[src/awf_pkg.sv]
/*
  awf_pkg: constants and carriers of the output word formatter.
  assumes: included before the design module; no imports are made.
*/
`default_nettype none
package awf_pkg;
  // register port
  localparam int unsigned ADDR_W      = 4;
  localparam logic [3:0] OFF_CFG0     = 4'h0;   // trim field in bits 7:0
  localparam logic [3:0] OFF_CFG1     = 4'h1;   // reference select, bit 0
  localparam logic [3:0] OFF_STATCOM  = 4'h2;   // width and oversampling select
  localparam logic [3:0] OFF_IRQ_STAT = 4'h3;
  localparam logic [3:0] OFF_IRQ_MASK = 4'h4;
  localparam logic [3:0] OFF_RESULT   = 4'h5;   // last formatted word
  // field positions
  localparam int unsigned POS_WIDTH   = 0;      // 2 bits
  localparam int unsigned POS_OSR     = 4;      // 3 bits
  localparam int unsigned POS_EXTREF  = 0;
  // reset values
  localparam logic [7:0] RST_TRIM     = 8'h50;
  localparam logic [1:0] RST_WIDTH    = 2'h1;   // 24-bit format
  localparam logic [2:0] RST_OSR      = 3'h3;
  localparam logic       RST_EXTREF   = 1'b0;
  // codes
  localparam int unsigned RES_W       = 24;
  localparam logic [23:0] CODE_POS_FS = 24'h7fffff;
  localparam logic [23:0] CODE_NEG_FS = 24'h800000;
  // interrupt bits
  localparam int unsigned IRQ_W       = 3;
  localparam int unsigned IRQ_READY   = 0;
  localparam int unsigned IRQ_POS_SAT = 1;
  localparam int unsigned IRQ_NEG_SAT = 2;

  typedef enum logic [1:0] {
    AWF_W16 = 2'h0,
    AWF_W24 = 2'h1,
    AWF_W32S = 2'h2,
    AWF_W32Z = 2'h3
  } awf_width_t;

  // one filter result arriving from the decimator
  typedef struct packed {
    logic        valid;
    logic        pos_sat;
    logic        neg_sat;
    logic [23:0] value;
  } awf_sample_t;

  // one formatted word leaving the block
  typedef struct packed {
    logic        valid;
    logic [31:0] word;
  } awf_word_t;
endpackage : awf_pkg
`default_nettype wire

[src/awf_formatter.sv]
/*
  awf_formatter: output-coding stage of a multi-channel delta-sigma converter.
  assumes: one clock (clk_sys), asynchronous active-low reset, results come one
  channel at a time, synchronous to clk_sys, with the channel index beside them.
*/
// Added by the designer: the address-and-strobe port and the placing of the registers.
// What this block does
// - results are 24-bit two's complement, sign plus 23 bits, msb first
// - output word reformatted to 16, 24 or 32 bits by the width setting
// - 24-bit format is default; other formats rescale the value
// - positive overrange clamps to the maximum positive code
// - negative overrange clamps to the most negative code
// - 24-bit word right justified and sign extended, zeros in unused low bits
// - one resolution for all channels from the shared oversampling select
// - oversampling 256 and above keeps all 24 bits
// - oversampling 128 gives 23 bits, bit 0 forced to zero
// - oversampling 64 gives 20 bits, four low bits forced to zero
// - oversampling 32 gives 17 bits, seven low bits forced to zero
// - reference select at zero, the default, uses the internal reference
// - reference select at one turns reference pins into a differential input
// - 8-bit tempco trim field sits in bits 7 to 0 of first config register
// - the trim field loads 0x50 at reset
// - resolution depends only on oversampling select: 17, 20, 23, then 24
`default_nettype none
module awf_formatter #(
  parameter int unsigned CHANNELS = 2,
  parameter int unsigned CH_W     = 1
) (
  // clock and reset
  input  wire logic                     clk_sys,
  input  wire logic                     rst_b,
  // filter results
  input  wire awf_pkg::awf_sample_t     sample,
  input  wire logic [CH_W-1:0]          sample_ch,
  // formatted words
  output var  awf_pkg::awf_word_t       out_word,
  output logic [CH_W-1:0]               out_ch,
  // register port
  input  wire logic [awf_pkg::ADDR_W-1:0] reg_addr,
  input  wire logic [31:0]              reg_wdata,
  input  wire logic                     reg_wr,
  input  wire logic                     reg_rd,
  output logic [31:0]                   reg_rdata,
  // reference control and interrupt
  output logic                          external_reference_select,
  output logic [7:0]                    reference_tempco_trim,
  output logic                          irq
);

  initial
  begin
    if (CHANNELS < 1 || CHANNELS > (1 << CH_W))
      $error("CHANNELS does not fit CH_W");
    // a zero-width channel index cannot be declared
    if (CH_W < 1)
      $error("CH_W must be at least one");
    // the clamp codes and masks are all 24 bits wide
    if (awf_pkg::RES_W != 24)
      $error("result width must stay at 24 bits");
  end

  // configuration, status and result state
  logic [1:0]  width_sel;
  logic [2:0]  oversampling_ratio_select;
  logic [2:0]  irq_stat;
  logic [2:0]  irq_mask;
  logic [31:0] last_word;

  // low-bit mask for the shared resolution, one decode for all channels
  function automatic logic [23:0] awf_res_mask(input logic [2:0] osr);
    case (osr)
      3'h0:    awf_res_mask = 24'hffff80; // 17 bits
      3'h1:    awf_res_mask = 24'hfffff0; // 20 bits
      3'h2:    awf_res_mask = 24'hfffffe; // 23 bits
      default: awf_res_mask = 24'hffffff; // 24 bits
    endcase
  endfunction : awf_res_mask

  // clamp first so the full-scale codes are masked like any other result
  wire logic [23:0] clamped =
    sample.pos_sat ? awf_pkg::CODE_POS_FS :
    sample.neg_sat ? awf_pkg::CODE_NEG_FS :
    sample.value;
  wire logic [23:0] res_mask = awf_res_mask(oversampling_ratio_select);
  wire logic [23:0] masked   = clamped & res_mask;

  // width reformatting; 16-bit drops low byte, 32-bit scales by 256
  // the 16-bit form loses the low byte, so masked low bits vanish there
  wire logic [31:0] word_w16 = {{16{masked[23]}}, masked[23:8]};
  wire logic [31:0] word_w24 = {{8{masked[23]}}, masked};
  wire logic [31:0] word_w32 = {masked, 8'h00};
  // both 32-bit codes give the same shifted word
  wire logic [31:0] next_word =
    (width_sel == awf_pkg::AWF_W16) ? word_w16 :
    (width_sel == awf_pkg::AWF_W24) ? word_w24 :
                                      word_w32;

  // register decode
  wire logic wr_cfg0 = reg_wr && reg_addr == awf_pkg::OFF_CFG0;
  wire logic wr_cfg1 = reg_wr && reg_addr == awf_pkg::OFF_CFG1;
  wire logic wr_stat = reg_wr && reg_addr == awf_pkg::OFF_STATCOM;
  wire logic wr_iclr = reg_wr && reg_addr == awf_pkg::OFF_IRQ_STAT;
  wire logic wr_imsk = reg_wr && reg_addr == awf_pkg::OFF_IRQ_MASK;
  wire logic [2:0] events = {sample.valid & sample.neg_sat,
                             sample.valid & sample.pos_sat, sample.valid};
  // set wins over a write-one clear in the same cycle
  wire logic [2:0] next_irq_stat = (irq_stat & ~(wr_iclr ? reg_wdata[2:0] : 3'h0)) | events;
  wire logic [31:0] rd_mux =
    (reg_addr == awf_pkg::OFF_CFG0)     ? {24'h000000, reference_tempco_trim} :
    (reg_addr == awf_pkg::OFF_CFG1)     ? {31'h00000000, external_reference_select} :
    (reg_addr == awf_pkg::OFF_STATCOM)  ? {25'h0000000, oversampling_ratio_select,
                                           2'h0, width_sel} :
    (reg_addr == awf_pkg::OFF_IRQ_STAT) ? {29'h00000000, irq_stat} :
    (reg_addr == awf_pkg::OFF_IRQ_MASK) ? {29'h00000000, irq_mask} :
    (reg_addr == awf_pkg::OFF_RESULT)   ? last_word : 32'h00000000;

  // configuration registers
  always_ff @(posedge clk_sys or negedge rst_b)
  begin
    if (!rst_b)
    begin
      reference_tempco_trim     <= awf_pkg::RST_TRIM;
      external_reference_select <= awf_pkg::RST_EXTREF;
      width_sel                 <= awf_pkg::RST_WIDTH;
      oversampling_ratio_select <= awf_pkg::RST_OSR;
      irq_mask                  <= 3'h0;
    end
    else
    begin
      if (wr_cfg0)
        reference_tempco_trim <= reg_wdata[7:0];
      if (wr_cfg1)
        external_reference_select <= reg_wdata[awf_pkg::POS_EXTREF];
      if (wr_stat)
      begin
        width_sel                 <= reg_wdata[awf_pkg::POS_WIDTH +: 2];
        oversampling_ratio_select <= reg_wdata[awf_pkg::POS_OSR +: 3];
      end
      if (wr_imsk)
        irq_mask <= reg_wdata[2:0];
    end
  end

  // data path, status and read port
  always_ff @(posedge clk_sys or negedge rst_b)
  begin
    if (!rst_b)
    begin
      out_word  <= '0;
      out_ch    <= '0;
      last_word <= 32'h00000000;
      irq_stat  <= 3'h0;
      irq       <= 1'b0;
      reg_rdata <= 32'h00000000;
    end
    else
    begin
      out_word.valid <= sample.valid;
      if (sample.valid)
      begin
        out_word.word <= next_word;
        out_ch        <= sample_ch;
        last_word     <= next_word;
      end
      irq_stat  <= next_irq_stat;
      irq       <= |(next_irq_stat & irq_mask);
      reg_rdata <= reg_rd ? rd_mux : 32'h00000000;
    end
  end
endmodule : awf_formatter
`default_nettype wire

[config.mk]
export PLATFORM = sky130hd
export DESIGN_NAME = awf_formatter
export DESIGN_NICKNAME = d
export VERILOG_FILES = /design/src/awf_pkg.sv /design/src/awf_formatter.sv
export SDC_FILE = /design/constraint.sdc
export NUM_CORES = 1
export LEC_CHECK = 0
export BUFFER_PORTS_ARGS = -buffer_cell sky130_fd_sc_hd__buf_2
export CORE_UTILIZATION = 49
export CTS_CLUSTER_DIAMETER = 50
export DETAILED_ROUTE_END_ITERATION = 16
export GPL_TIMING_DRIVEN = 0
export PLACE_DENSITY = 0.79
export SYNTH_ARGS = -nofsm -noshare
export SYNTH_HDL_FRONTEND = slang
export SYNTH_SLANG_ARGS = --single-unit
[constraint.sdc]
create_clock -name clk_sys -period 1.76 [get_ports clk_sys]
set_input_delay 0 -clock clk_sys [delete_from_list [all_inputs] [get_ports clk_sys]]
set_output_delay 0 -clock clk_sys [all_outputs]
set_load 0.1 [all_outputs]
==> results of run 1 <==
registers in the layout, indices dropped and copies added (netlist names):
register / cells
irq: 1
irq_stat: 3
last_word: 32
reg_rdata: 32
out_ch: 1
oversampling_ratio_select: 3
irq_mask: 3
out_word: 1
external_reference_select: 1
reference_tempco_trim: 8
width_sel: 2
power groups by stage:
stage | combinational [uW] | sequential (uW) | clock (uW)
after floorplan | 664 | 4110 | 0
after global placement | 2820 | 2540 | 0
after detailed placement | 2850 | 2550 | 0
after CTS | 2890 | 2510 | 1460
after global routing | 2990 | 2580 | 1530
final | 2880 | 2540 | 1440
metal layers:
metal | vias up | GRT usage, %
li1 | 1551 | -
met1 | 1694 | 38.5
met2 | 139 | 42.5
met3 | 27 | 3.90
met4 | 0 | 10.7
met5 | - | 0
area by class of cell:
class,instances,area [um^2]
Buffer,23,121
Fill cell,652,2680
Sequential cell,87,2180
Tap cell,102,128
Timing Repair Buffer,136,796
Inverter,5,18.8
Clock buffer,10,138
Clock inverter,6,68.8
Multi-Input combinational cell,230,1640
critical path, delay by kind of cell (launching register included):
family | cells | cell delay, ns
AOI/OAI and AO/OA | 1 | 0.14
muxes | 3 | 0.79
DFF | 1 | 0.66
through the flow:
step | setup TNS [ns] | instances
floorplan | 0 | 347
global placement | -0.746 | 566
detailed placement | -1.31 | 567
CTS | 0 | 601
global route | 0 | 599
finish | 0 | 599
logic make-up (layout without fill, tap and decap cells):
logic type	after synthesis	in the layout
simple gates	76	76
flops	87	87
mux	35	35
buf+inv	30	180
compound gates	119	119
worst paths after layout:
path / slack, ns / cells past startpoint / endpoint / start
setup reg to reg: 0.07 / 4 / last_word[8]$_DFFE_PN0P_ / width_sel[0]$_DFFE_PN1P_
hold / removal: 0.02 / 3 / last_word[26]$_DFFE_PN0P_ / sample[18]
max in group asynchronous: 0.99 / 3 / reg_rdata[6]$_DFF_PN0_ / rst_b
setup / recovery: 0.07 / 4 / last_word[8]$_DFFE_PN0P_ / width_sel[0]$_DFFE_PN1P_
hold reg to reg: 0.50 / 1 / out_ch$_DFFE_PN0P_ / out_ch$_DFFE_PN0P_
min in group asynchronous: 0.17 / 2 / reg_rdata[24]$_DFF_PN0_ / rst_b
what timing repair did:
action | CTS | global route
endpoints found under the setup margin | 9 | 23
gates resized for setup | 3 | 5
hold buffers | 18 | 0
endpoints found under the hold margin | 72 | 0
placed cells by master, fill, tap and decap left out, drive strengths merged, types with 2 or more instances in the layout:
cell,n
o2bb2ai,8
o21ai,40
mux2i,2
a22oi,5
nor2,14
inv,5
a21oi,24
nand2,10
nand3,3
clkinv,4
nor3b,2
dfstp,5
nor2b,6
nand4,2
dfrtp,82
clkbuf,23
o22ai,3
a21o,5
a211oi,4
a221oi,9
and3b,2
dlygate4sd3,18
mux2,33
buf,128
and2,29
a32oi,2
a22o,13
nand3b,2
==> out/qor.yml, run 1 <==
outcome:
  status: "complete, no violations"
critical_path:
  critPathSlowestCell: "dfstp_2"
  cp.arrival_ns: 1.94
  slowest_delay_ns: 0.66
  start_kind: "flop"
  cp_common_cell: "mux2_2"
  crit_fanout: 9
  required_ns: 2.00
  worst_setup_path_end_kind: "flop"
  critical_path_class: "reg -> reg"
  path_cells: "mux2_2 > a21oi_1 > mux2i_1 > mux2_2"
yosys:
  synth_top_family_by_area: "compound AO/OA/AOI/OAI gates"
  synth_seq_area_share_pct: 55.2
  ys_warn_count: 0
  synth_compound_area_share_pct: 19.6
  synth_fa_ha_area_share_pct: 0
  muxShareOfSynthArea_pct: 9.91
  synthTopCellsByArea: "dfrtp_1 52%, mux2_2 9.4%, o21ai_0 4.9%, and2_1 4.6%, dfstp_2 3.3%"
  yosysTopAreaCell: "dfrtp_1"
  synth_xor_area_share_pct: 0
  synth_cell_types: 44
  ys.flop_type: "dfrtp_1"
  synth-simple-area-share_pct: 11.7
  synth_top_cells_by_count: "82 x dfrtp_1, 39 x o21ai_0, 33 x mux2_2"
  synthCells: 347
  synth_area_mm2: 0.00395
  synthDominantCellAreaShare_pct: 51.9
  syn_nets: 415
  synth_edf_count: 0
  synth_most_common_cell: "dfrtp_1"
  synth_area_per_cell_um2: 11.4
  ys_ff_latch: 87
  async_reset_ff_share_pct: 100
timing:
  timing.final.crit_period_ns: 1.69
  clock_skew_ns: 0.0102
  slew_violations: 0
  clock.fmax_mhz: 590
  fin_hold_ws_ns: 0.0209
  finalHoldViolCount: 0
  fin_ws_ns: 0.0651
  rsz0062_at_grt: "no"
  worst_slew_pin_slew_ns: 0.643
  period_share_pct: 96.3
  max_slew_margin_pct: 56.8
  setup_viol: 0
global_route:
  grt_pass1_vias: 3267
  grt_max_degree: 50
  overflow: 0
  grt_use_total_pct: 27.2
  antenna_found_initial: 0
  grt_pass1_wl_mm: 17.4
min_path:
  hp-class: "in -> reg"
pwr:
  seqPwrFrac_pct: 37.0
  power_leakage_uw: 0.00249
  combinationalPowerShare_pct: 42.0
  total_power_uw: 6860
  p_clk_share_pct: 21.0
  sw_frac_of_total_pct: 47.6
  p_int_uw: 3600
  p_sw_uw: 3260
  ir_drop_v: 0.000963
  powerDensity_mw_per_mm2: 1350
drt:
  met3_length_um: 526
  dr.pass1.iters: 5
  drt_iter0_markers: 291
  wl_met1_mm: 4.91
  routedWlPerCell_um: 18.5
  wl_mm: 11.1
  drc: 0
  route.met2.wl_mm: 5.30
  topRoutingLayerUsed: "met4"
  num_vias: 3411
  postRouteAntennaNets: 0
  via_per_inst: 5.69
clocking:
  cts_root_buffer: "clkbuf_8"
  cts_buffers: 9
  clk_pin_slew_ns: 0.09
  cts_tree: "built"
  clock_latency_ns: 0.35
  postCtsSetupBuffers: 0
  cts.sink_count: 87
  cts.path.max_buffers: 2
  htreeDepth: 3
floorplan:
  initial_core_util_pct: 50.9
  dieArea_mm2: 0.00843
  pin_count: 144
  rows: 32
  die_w_um: 91.8
  die_h_um: 91.8
  core_mm2: 0.00777
placement:
  port_buffers: 117
  pre_cts_slack_ns: -0.187
  hpwlAfterDp_mm: 8.08
  place_area_mm2: 0.00470
  gp_congestion: 0.926
finish:
  fin_area_mm2: 0.00509
  nNetsFinal: 560
  num_antenna_cells: 0
  drive_gt1_share_pct: 38.4
  final_util_pct: 65.5
  area_delta_synth_final_pct: 28.7
flow_run:
  maxCapViolCount: 0
No activity file was read; power rests on OpenSTA's default activity.
==> run 2: changes to the inputs <==
- PLACE_DENSITY: 0.79 -> 0.81
==> out/qor.yml, run 2 (same netlist as run 1, synthesis figures left out) <==
outcome:
  status: "complete, no violations"
min_path:
  hp-start: "sample[19]"
  hp-class: "in -> reg"
global_route:
  overflow: 0  # unchanged
  antenna_found_initial: 0  # unchanged
  grt_pass1_wl_mm: 17.0  # -2.6%
  grt_max_degree: 55  # +10%
  grt_use_total_pct: 26.2  # -0.97 points
  grt_pass1_vias: 3277  # +0.31%
clocking:
  cts.path.max_buffers: 2  # unchanged
  cts_buffers: 9  # unchanged
  cts_tree: "built"
  htreeDepth: 3  # unchanged
  clock_latency_ns: 0.36  # about the same
  cts_root_buffer: "clkbuf_8"
  clk_pin_slew_ns: 0.09  # about the same
  cts.sink_count: 87  # unchanged
  postCtsSetupBuffers: 0  # unchanged
timing:
  max_slew_margin_pct: 56.6  # -0.23 points
  timing.final.crit_period_ns: 1.68  # -0.0149 ns
  worst_slew_pin_slew_ns: 0.647  # +0.00391 ns
  rsz0062_at_grt: "no"
  setup_viol: 0  # unchanged
  fin_ws_ns: 0.0800  # +0.0149 ns
  slew_violations: 0  # unchanged
  finalHoldViolCount: 0  # unchanged
  clock_skew_ns: 0.00872  # -0.00153 ns
  period_share_pct: 95.5  # -0.85 points
  clock.fmax_mhz: 595  # +0.89%
finish:
  drive_gt1_share_pct: 38.1  # -0.35 points
  layout_common_cells: "123 x buf_2, 82 x dfrtp_1, 39 x o21ai_0"
  nNetsFinal: 562  # +0.36%
  reg_top3: "last_word: 32 flops, reg_rdata: 32 flops, reference_tempco_trim: 8 flops"
  layout_commonest_cell: "buf_2"
  final_cells: 601  # +0.33%
  area_delta_synth_final_pct: 29.6
  final_util_pct: 65.9  # +0.43 points
  num_antenna_cells: 0  # unchanged
drt:
  routedWlPerCell_um: 17.9  # -2.8%
  drc: 0  # unchanged
  wl_mm: 10.8  # -2.5%
  drt_iter0_markers: 318  # +9.3%
  num_vias: 3442  # +0.91%
  postRouteAntennaNets: 0  # unchanged
  dr.pass1.iters: 5  # unchanged
  via_per_inst: 5.73  # +0.57%
placement:
  hpwlAfterDp_mm: 7.85  # -2.8%
  port_buffers: 117  # unchanged
  pre_cts_slack_ns: -0.133  # +0.0539 ns
  dp.cells: 567  # unchanged
  gp_congestion: 0.876  # -5.3%
pwr:
  ir_drop_v: 0.000684  # -29%
  power_leakage_uw: 0.00250  # +0.43%
  total_power_uw: 7020  # +2.3%
  powerDensity_mw_per_mm2: 1370  # +1.6%
critical_path:
  cp.arrival_ns: 1.92  # -0.02 ns
  required_ns: 2.00  # about the same
  setup.worst_path.start: "width_sel[0]$_DFFE_PN1P_"
  crit_fanout: 9  # unchanged
  timing.rr.start: "width_sel[0]$_DFFE_PN1P_"
  worst_setup_path_end_kind: "flop"
  critical_path_class: "reg -> reg"
  start_kind: "flop"
floorplan:
  rows: 32  # unchanged
  initial_core_util_pct: 50.9  # unchanged
  pin_count: 144  # unchanged
  die_w_um: 91.8  # unchanged
  dieArea_mm2: 0.00843  # unchanged
  core_mm2: 0.00777  # unchanged
  die_h_um: 91.8  # unchanged
flow_run:
  maxCapViolCount: 0  # unchanged
[run 2: metrics by stage]
step | hold slack [ns] | TNS, ns | area, um^2
global route | 0.0224 | 0 | 5120
global placement | 0.211 | -0.659 | 4670
finish | 0.0399 | 0 | 5120
detailed placement | -0.0236 | -0.777 | 4700
CTS | 0.0152 | 0 | 5120
floorplan | -0.296 | 0 | 3950
[run 2: worst max-delay path, cell delays in order (launching register included)]
cell	delay (ns)
dfstp_2	0.64
mux2_2	0.35
a21oi_1	0.14
mux2i_1	0.14
mux2_2	0.29
[run 2: area by class of cell]
| cell class | count | area [um^2] |
|---|---|---|
| multi-input combinational | 230 | 1630 |
| clock buffer | 10 | 138 |
| sequential | 87 | 2180 |
| clock inverter | 6 | 92.6 |
| timing repair buffer | 137 | 806 |
| fill | 641 | 2650 |
| tap | 102 | 128 |
| inverter | 5 | 18.8 |
| buffer | 24 | 125 |
[run 2: final timing paths]
check / slack (ns) / depth (start not counted) / end
setup reg to reg: 0.08 / 4 / last_word[8]$_DFFE_PN0P_
hold / removal: 0.04 / 3 / last_word[27]$_DFFE_PN0P_
min in group asynchronous: 0.14 / 2 / reg_rdata[26]$_DFF_PN0_
hold reg to reg: 0.51 / 1 / out_ch$_DFFE_PN0P_
max in group asynchronous: 1.01 / 3 / reg_rdata[10]$_DFF_PN0_
setup / recovery: 0.08 / 4 / last_word[8]$_DFFE_PN0P_
[run 2: power by group]
part / switching (uW) / internal, uW / leakage [uW]
registers: 246 / 2280 / 0.00109
logic: 2280 / 612 / 0.00131
clock network: 748 / 846 / 0.000109
[run 2: metal layers]
metal / share of wire, % / up-vias / track usage, %
met1: 44 / 1711 / 36.6
met4: 2.2 / 0 / 9.51
met2: 48 / 145 / 40.9
met3: 5.7 / 25 / 5.22
met5: 0 / - / 0
li1: - / 1561 / -
[run 2: what timing repair did]
| item | CTS | global route |
|---|---|---|
| setup endpoints to repair | 9 | 19 |
| gates cloned | 0 | 0 |
| hold endpoints to repair | 105 | 0 |
| hold buffers | 19 | 0 |
| resized for setup | 3 | 4 |
==> run 3: changes to the inputs <==
- BUFFER_PORTS_ARGS: -buffer_cell sky130_fd_sc_hd__buf_2 -> unset
- CORE_MARGIN: unset -> 10
- CORE_UTILIZATION: 49 -> 63
- DONT_BUFFER_PORTS: unset -> 1
==> out/qor.yml, run 3 (same netlist as run 1, synthesis figures left out) <==
outcome:
  status: "finished, violations left"
  violations: "hold timing"
clocking:
  clock_latency_ns: 0.36  # about the same
  postCtsHoldBufs: 25  # +6
  clk_pin_slew_ns: 0.08  # about the same
  cts_buffers: 9  # unchanged
  cts.path.max_buffers: 2  # unchanged
  cts.sink_count: 87  # unchanged
  cts_tree: "built"
  cts_root_buffer: "clkbuf_8"
  htreeDepth: 3  # unchanged
floorplan:
  die_w_um: 99.2  # +8.0%
  core_mm2: 0.00599  # -23%
  pin_count: 144  # unchanged
  initial_core_util_pct: 66.0  # +15 points
  dieArea_mm2: 0.00984  # +17%
  die_h_um: 99.2  # +8.0%
  rows: 28  # -13%
critical_path:
  required_ns: 2.02  # +0.02 ns
  start_kind: "flop"
  critical_path_class: "reg -> reg"
  crit_fanout: 10  # +1
  cp.arrival_ns: 2.01  # +0.09 ns
  worst_setup_path_end_kind: "flop"
placement:
  port_buffers: 0  # -100%
  hpwlAfterDp_mm: 8.04  # +2.4%
  gp_congestion: 0.906  # +3.4%
  pre_cts_slack_ns: -0.142  # -0.00932 ns
  dp.cells: 422  # -26%
global_route:
  grt_pass1_wl_mm: 17.6  # +3.7%
  overflow: 0  # unchanged
  antenna_found_initial: 4  # +4
  grt_pass1_vias: 3075  # -6.2%
  grt_use_total_pct: 22.7  # -3.5 points
  grt_max_degree: 88  # +60%
timing:
  max_slew_margin_pct: 34.9  # -22 points
  fin_ws_ns: 0.00879  # -0.0712 ns
  slew_violations: 0  # unchanged
  setup_viol: 0  # unchanged
  period_share_pct: 99.5  # +4.0 points
  fin_hold_ws_ns: -0.675  # -0.715 ns
  worst_slew_pin_slew_ns: 0.976  # +0.330 ns
  clock_skew_ns: 0.00782  # -0.000896 ns
  timing.final.crit_period_ns: 1.75  # +0.0712 ns
  rsz0062_at_grt: "no"
  clock.fmax_mhz: 571  # -4.1%
  finalHoldViolCount: 87  # +87
drt:
  dr.pass1.iters: 7  # +2
  num_vias: 3103  # -9.8%
  postRouteAntennaNets: 0  # unchanged
  drc: 0  # unchanged
  via_per_inst: 6.67  # +17%
  routedWlPerCell_um: 24.6  # +37%
  wl_mm: 11.4  # +6.0%
  drt_iter0_markers: 422  # +33%
finish:
  reg_top3: "last_word: 32 flops, reg_rdata: 32 flops, reference_tempco_trim: 8 flops"
  final_cells: 465  # -23%
  layout_commonest_cell: "dfrtp_1"
  layout_common_cells: "77 x dfrtp_1, 39 x o21ai_0, 33 x mux2_2"
  drive_gt1_share_pct: 19.7  # -18 points
  area_delta_synth_final_pct: 14.2
  nNetsFinal: 449  # -20%
pwr:
  powerDensity_mw_per_mm2: 1440  # +5.2%
  power_leakage_uw: 0.00197  # -21%
  ir_drop_v: 0.000916  # +34%
flow_run:
  maxCapViolCount: 0  # unchanged
min_path:
  hp-class: "in -> async"
run 3: cell types whose count changed in the layout (fill, tap and decap cells not counted), sizes merged:
cell / previous run / this run
clkinvlp: 2 / 3
dlygate4sd3: 19 / 25
buf: 128 / 10
bufinv: 2 / 1
inv: 5 / 4
diode: 0 / 4
run 3: where the power goes:
part	internal, uW	leakage [uW]	switching, uW	total, uW
sequential	2260	0.00108	1960	4220
clock	692	0.0000916	698	1390
combinational	436	0.000795	459	895
run 3: critical path, stage by stage (launching register included):
cell	delay, ns
dfstp_2	0.66
buf_4	0.21
clkbuf_4	0.21
o21ai_0	0.13
a22o_1	0.22
a21oi_1	0.23
run 3: stage by stage:
stage | setup TNS (ns) | hold slack (ns) | util [%] | area, um^2 | power, uW
finish | 0 | -0.675 | 75.4 | 4510 | 6500
global route | 0 | -0.685 | 75.3 | 4510 | 6710
CTS | 0 | -0.680 | 75.2 | 4500 | 6490
detailed placement | -1.07 | -0.293 | 67.5 | 4050 | 5060
global placement | -0.846 | -0.293 | 67.5 | 4050 | 5020
floorplan | 0 | -0.296 | - | 3950 | 4780
run 3: final timing paths:
path,startpoint,endpoint,slack [ns],cells after the start
worst min-delay path,rst_b,reg_rdata[16]$_DFF_PN0_,-0.67,0
worst max-delay path,width_sel[0]$_DFFE_PN1P_,last_word[21]$_DFFE_PN0P_,0.009,5
worst max register to register,width_sel[0]$_DFFE_PN1P_,last_word[21]$_DFFE_PN0P_,0.009,5
worst min register to register,irq_mask[0]$_DFFE_PN0P_,irq_mask[0]$_DFFE_PN0P_,0.55,1
max in group asynchronous,rst_b,reference_tempco_trim[6]$_DFFE_PN1P_,2.24,0
min in group clk_sys,reg_wr,irq_mask[1]$_DFFE_PN0P_,0,2
run 3: what timing repair did:
action	CTS	global route
resized for setup	4	9
setup endpoints to repair	11	24
setup buffers	0	0
hold endpoints to repair	133	87
run 3: area by class of cell:
type	instances	area [um^2]
Antenna cell	4	10.0
Buffer	23	121
Clock buffer	11	141
Clock inverter	5	57.6
Fill cell	399	1480
Inverter	5	18.8
Multi-Input combinational cell	230	1630
Sequential cell	87	2190
Tap cell	75	93.8
Timing Repair Buffer	25	250
run 3: per-layer routing:
layer	GRT usage, %	vias to the layer above	wire length [um]
met5	0	-	0
met4	11.0	0	497
met3	9.13	55	1550
met2	34.0	241	5100
met1	27.8	1470	4280
li1	-	1337	-
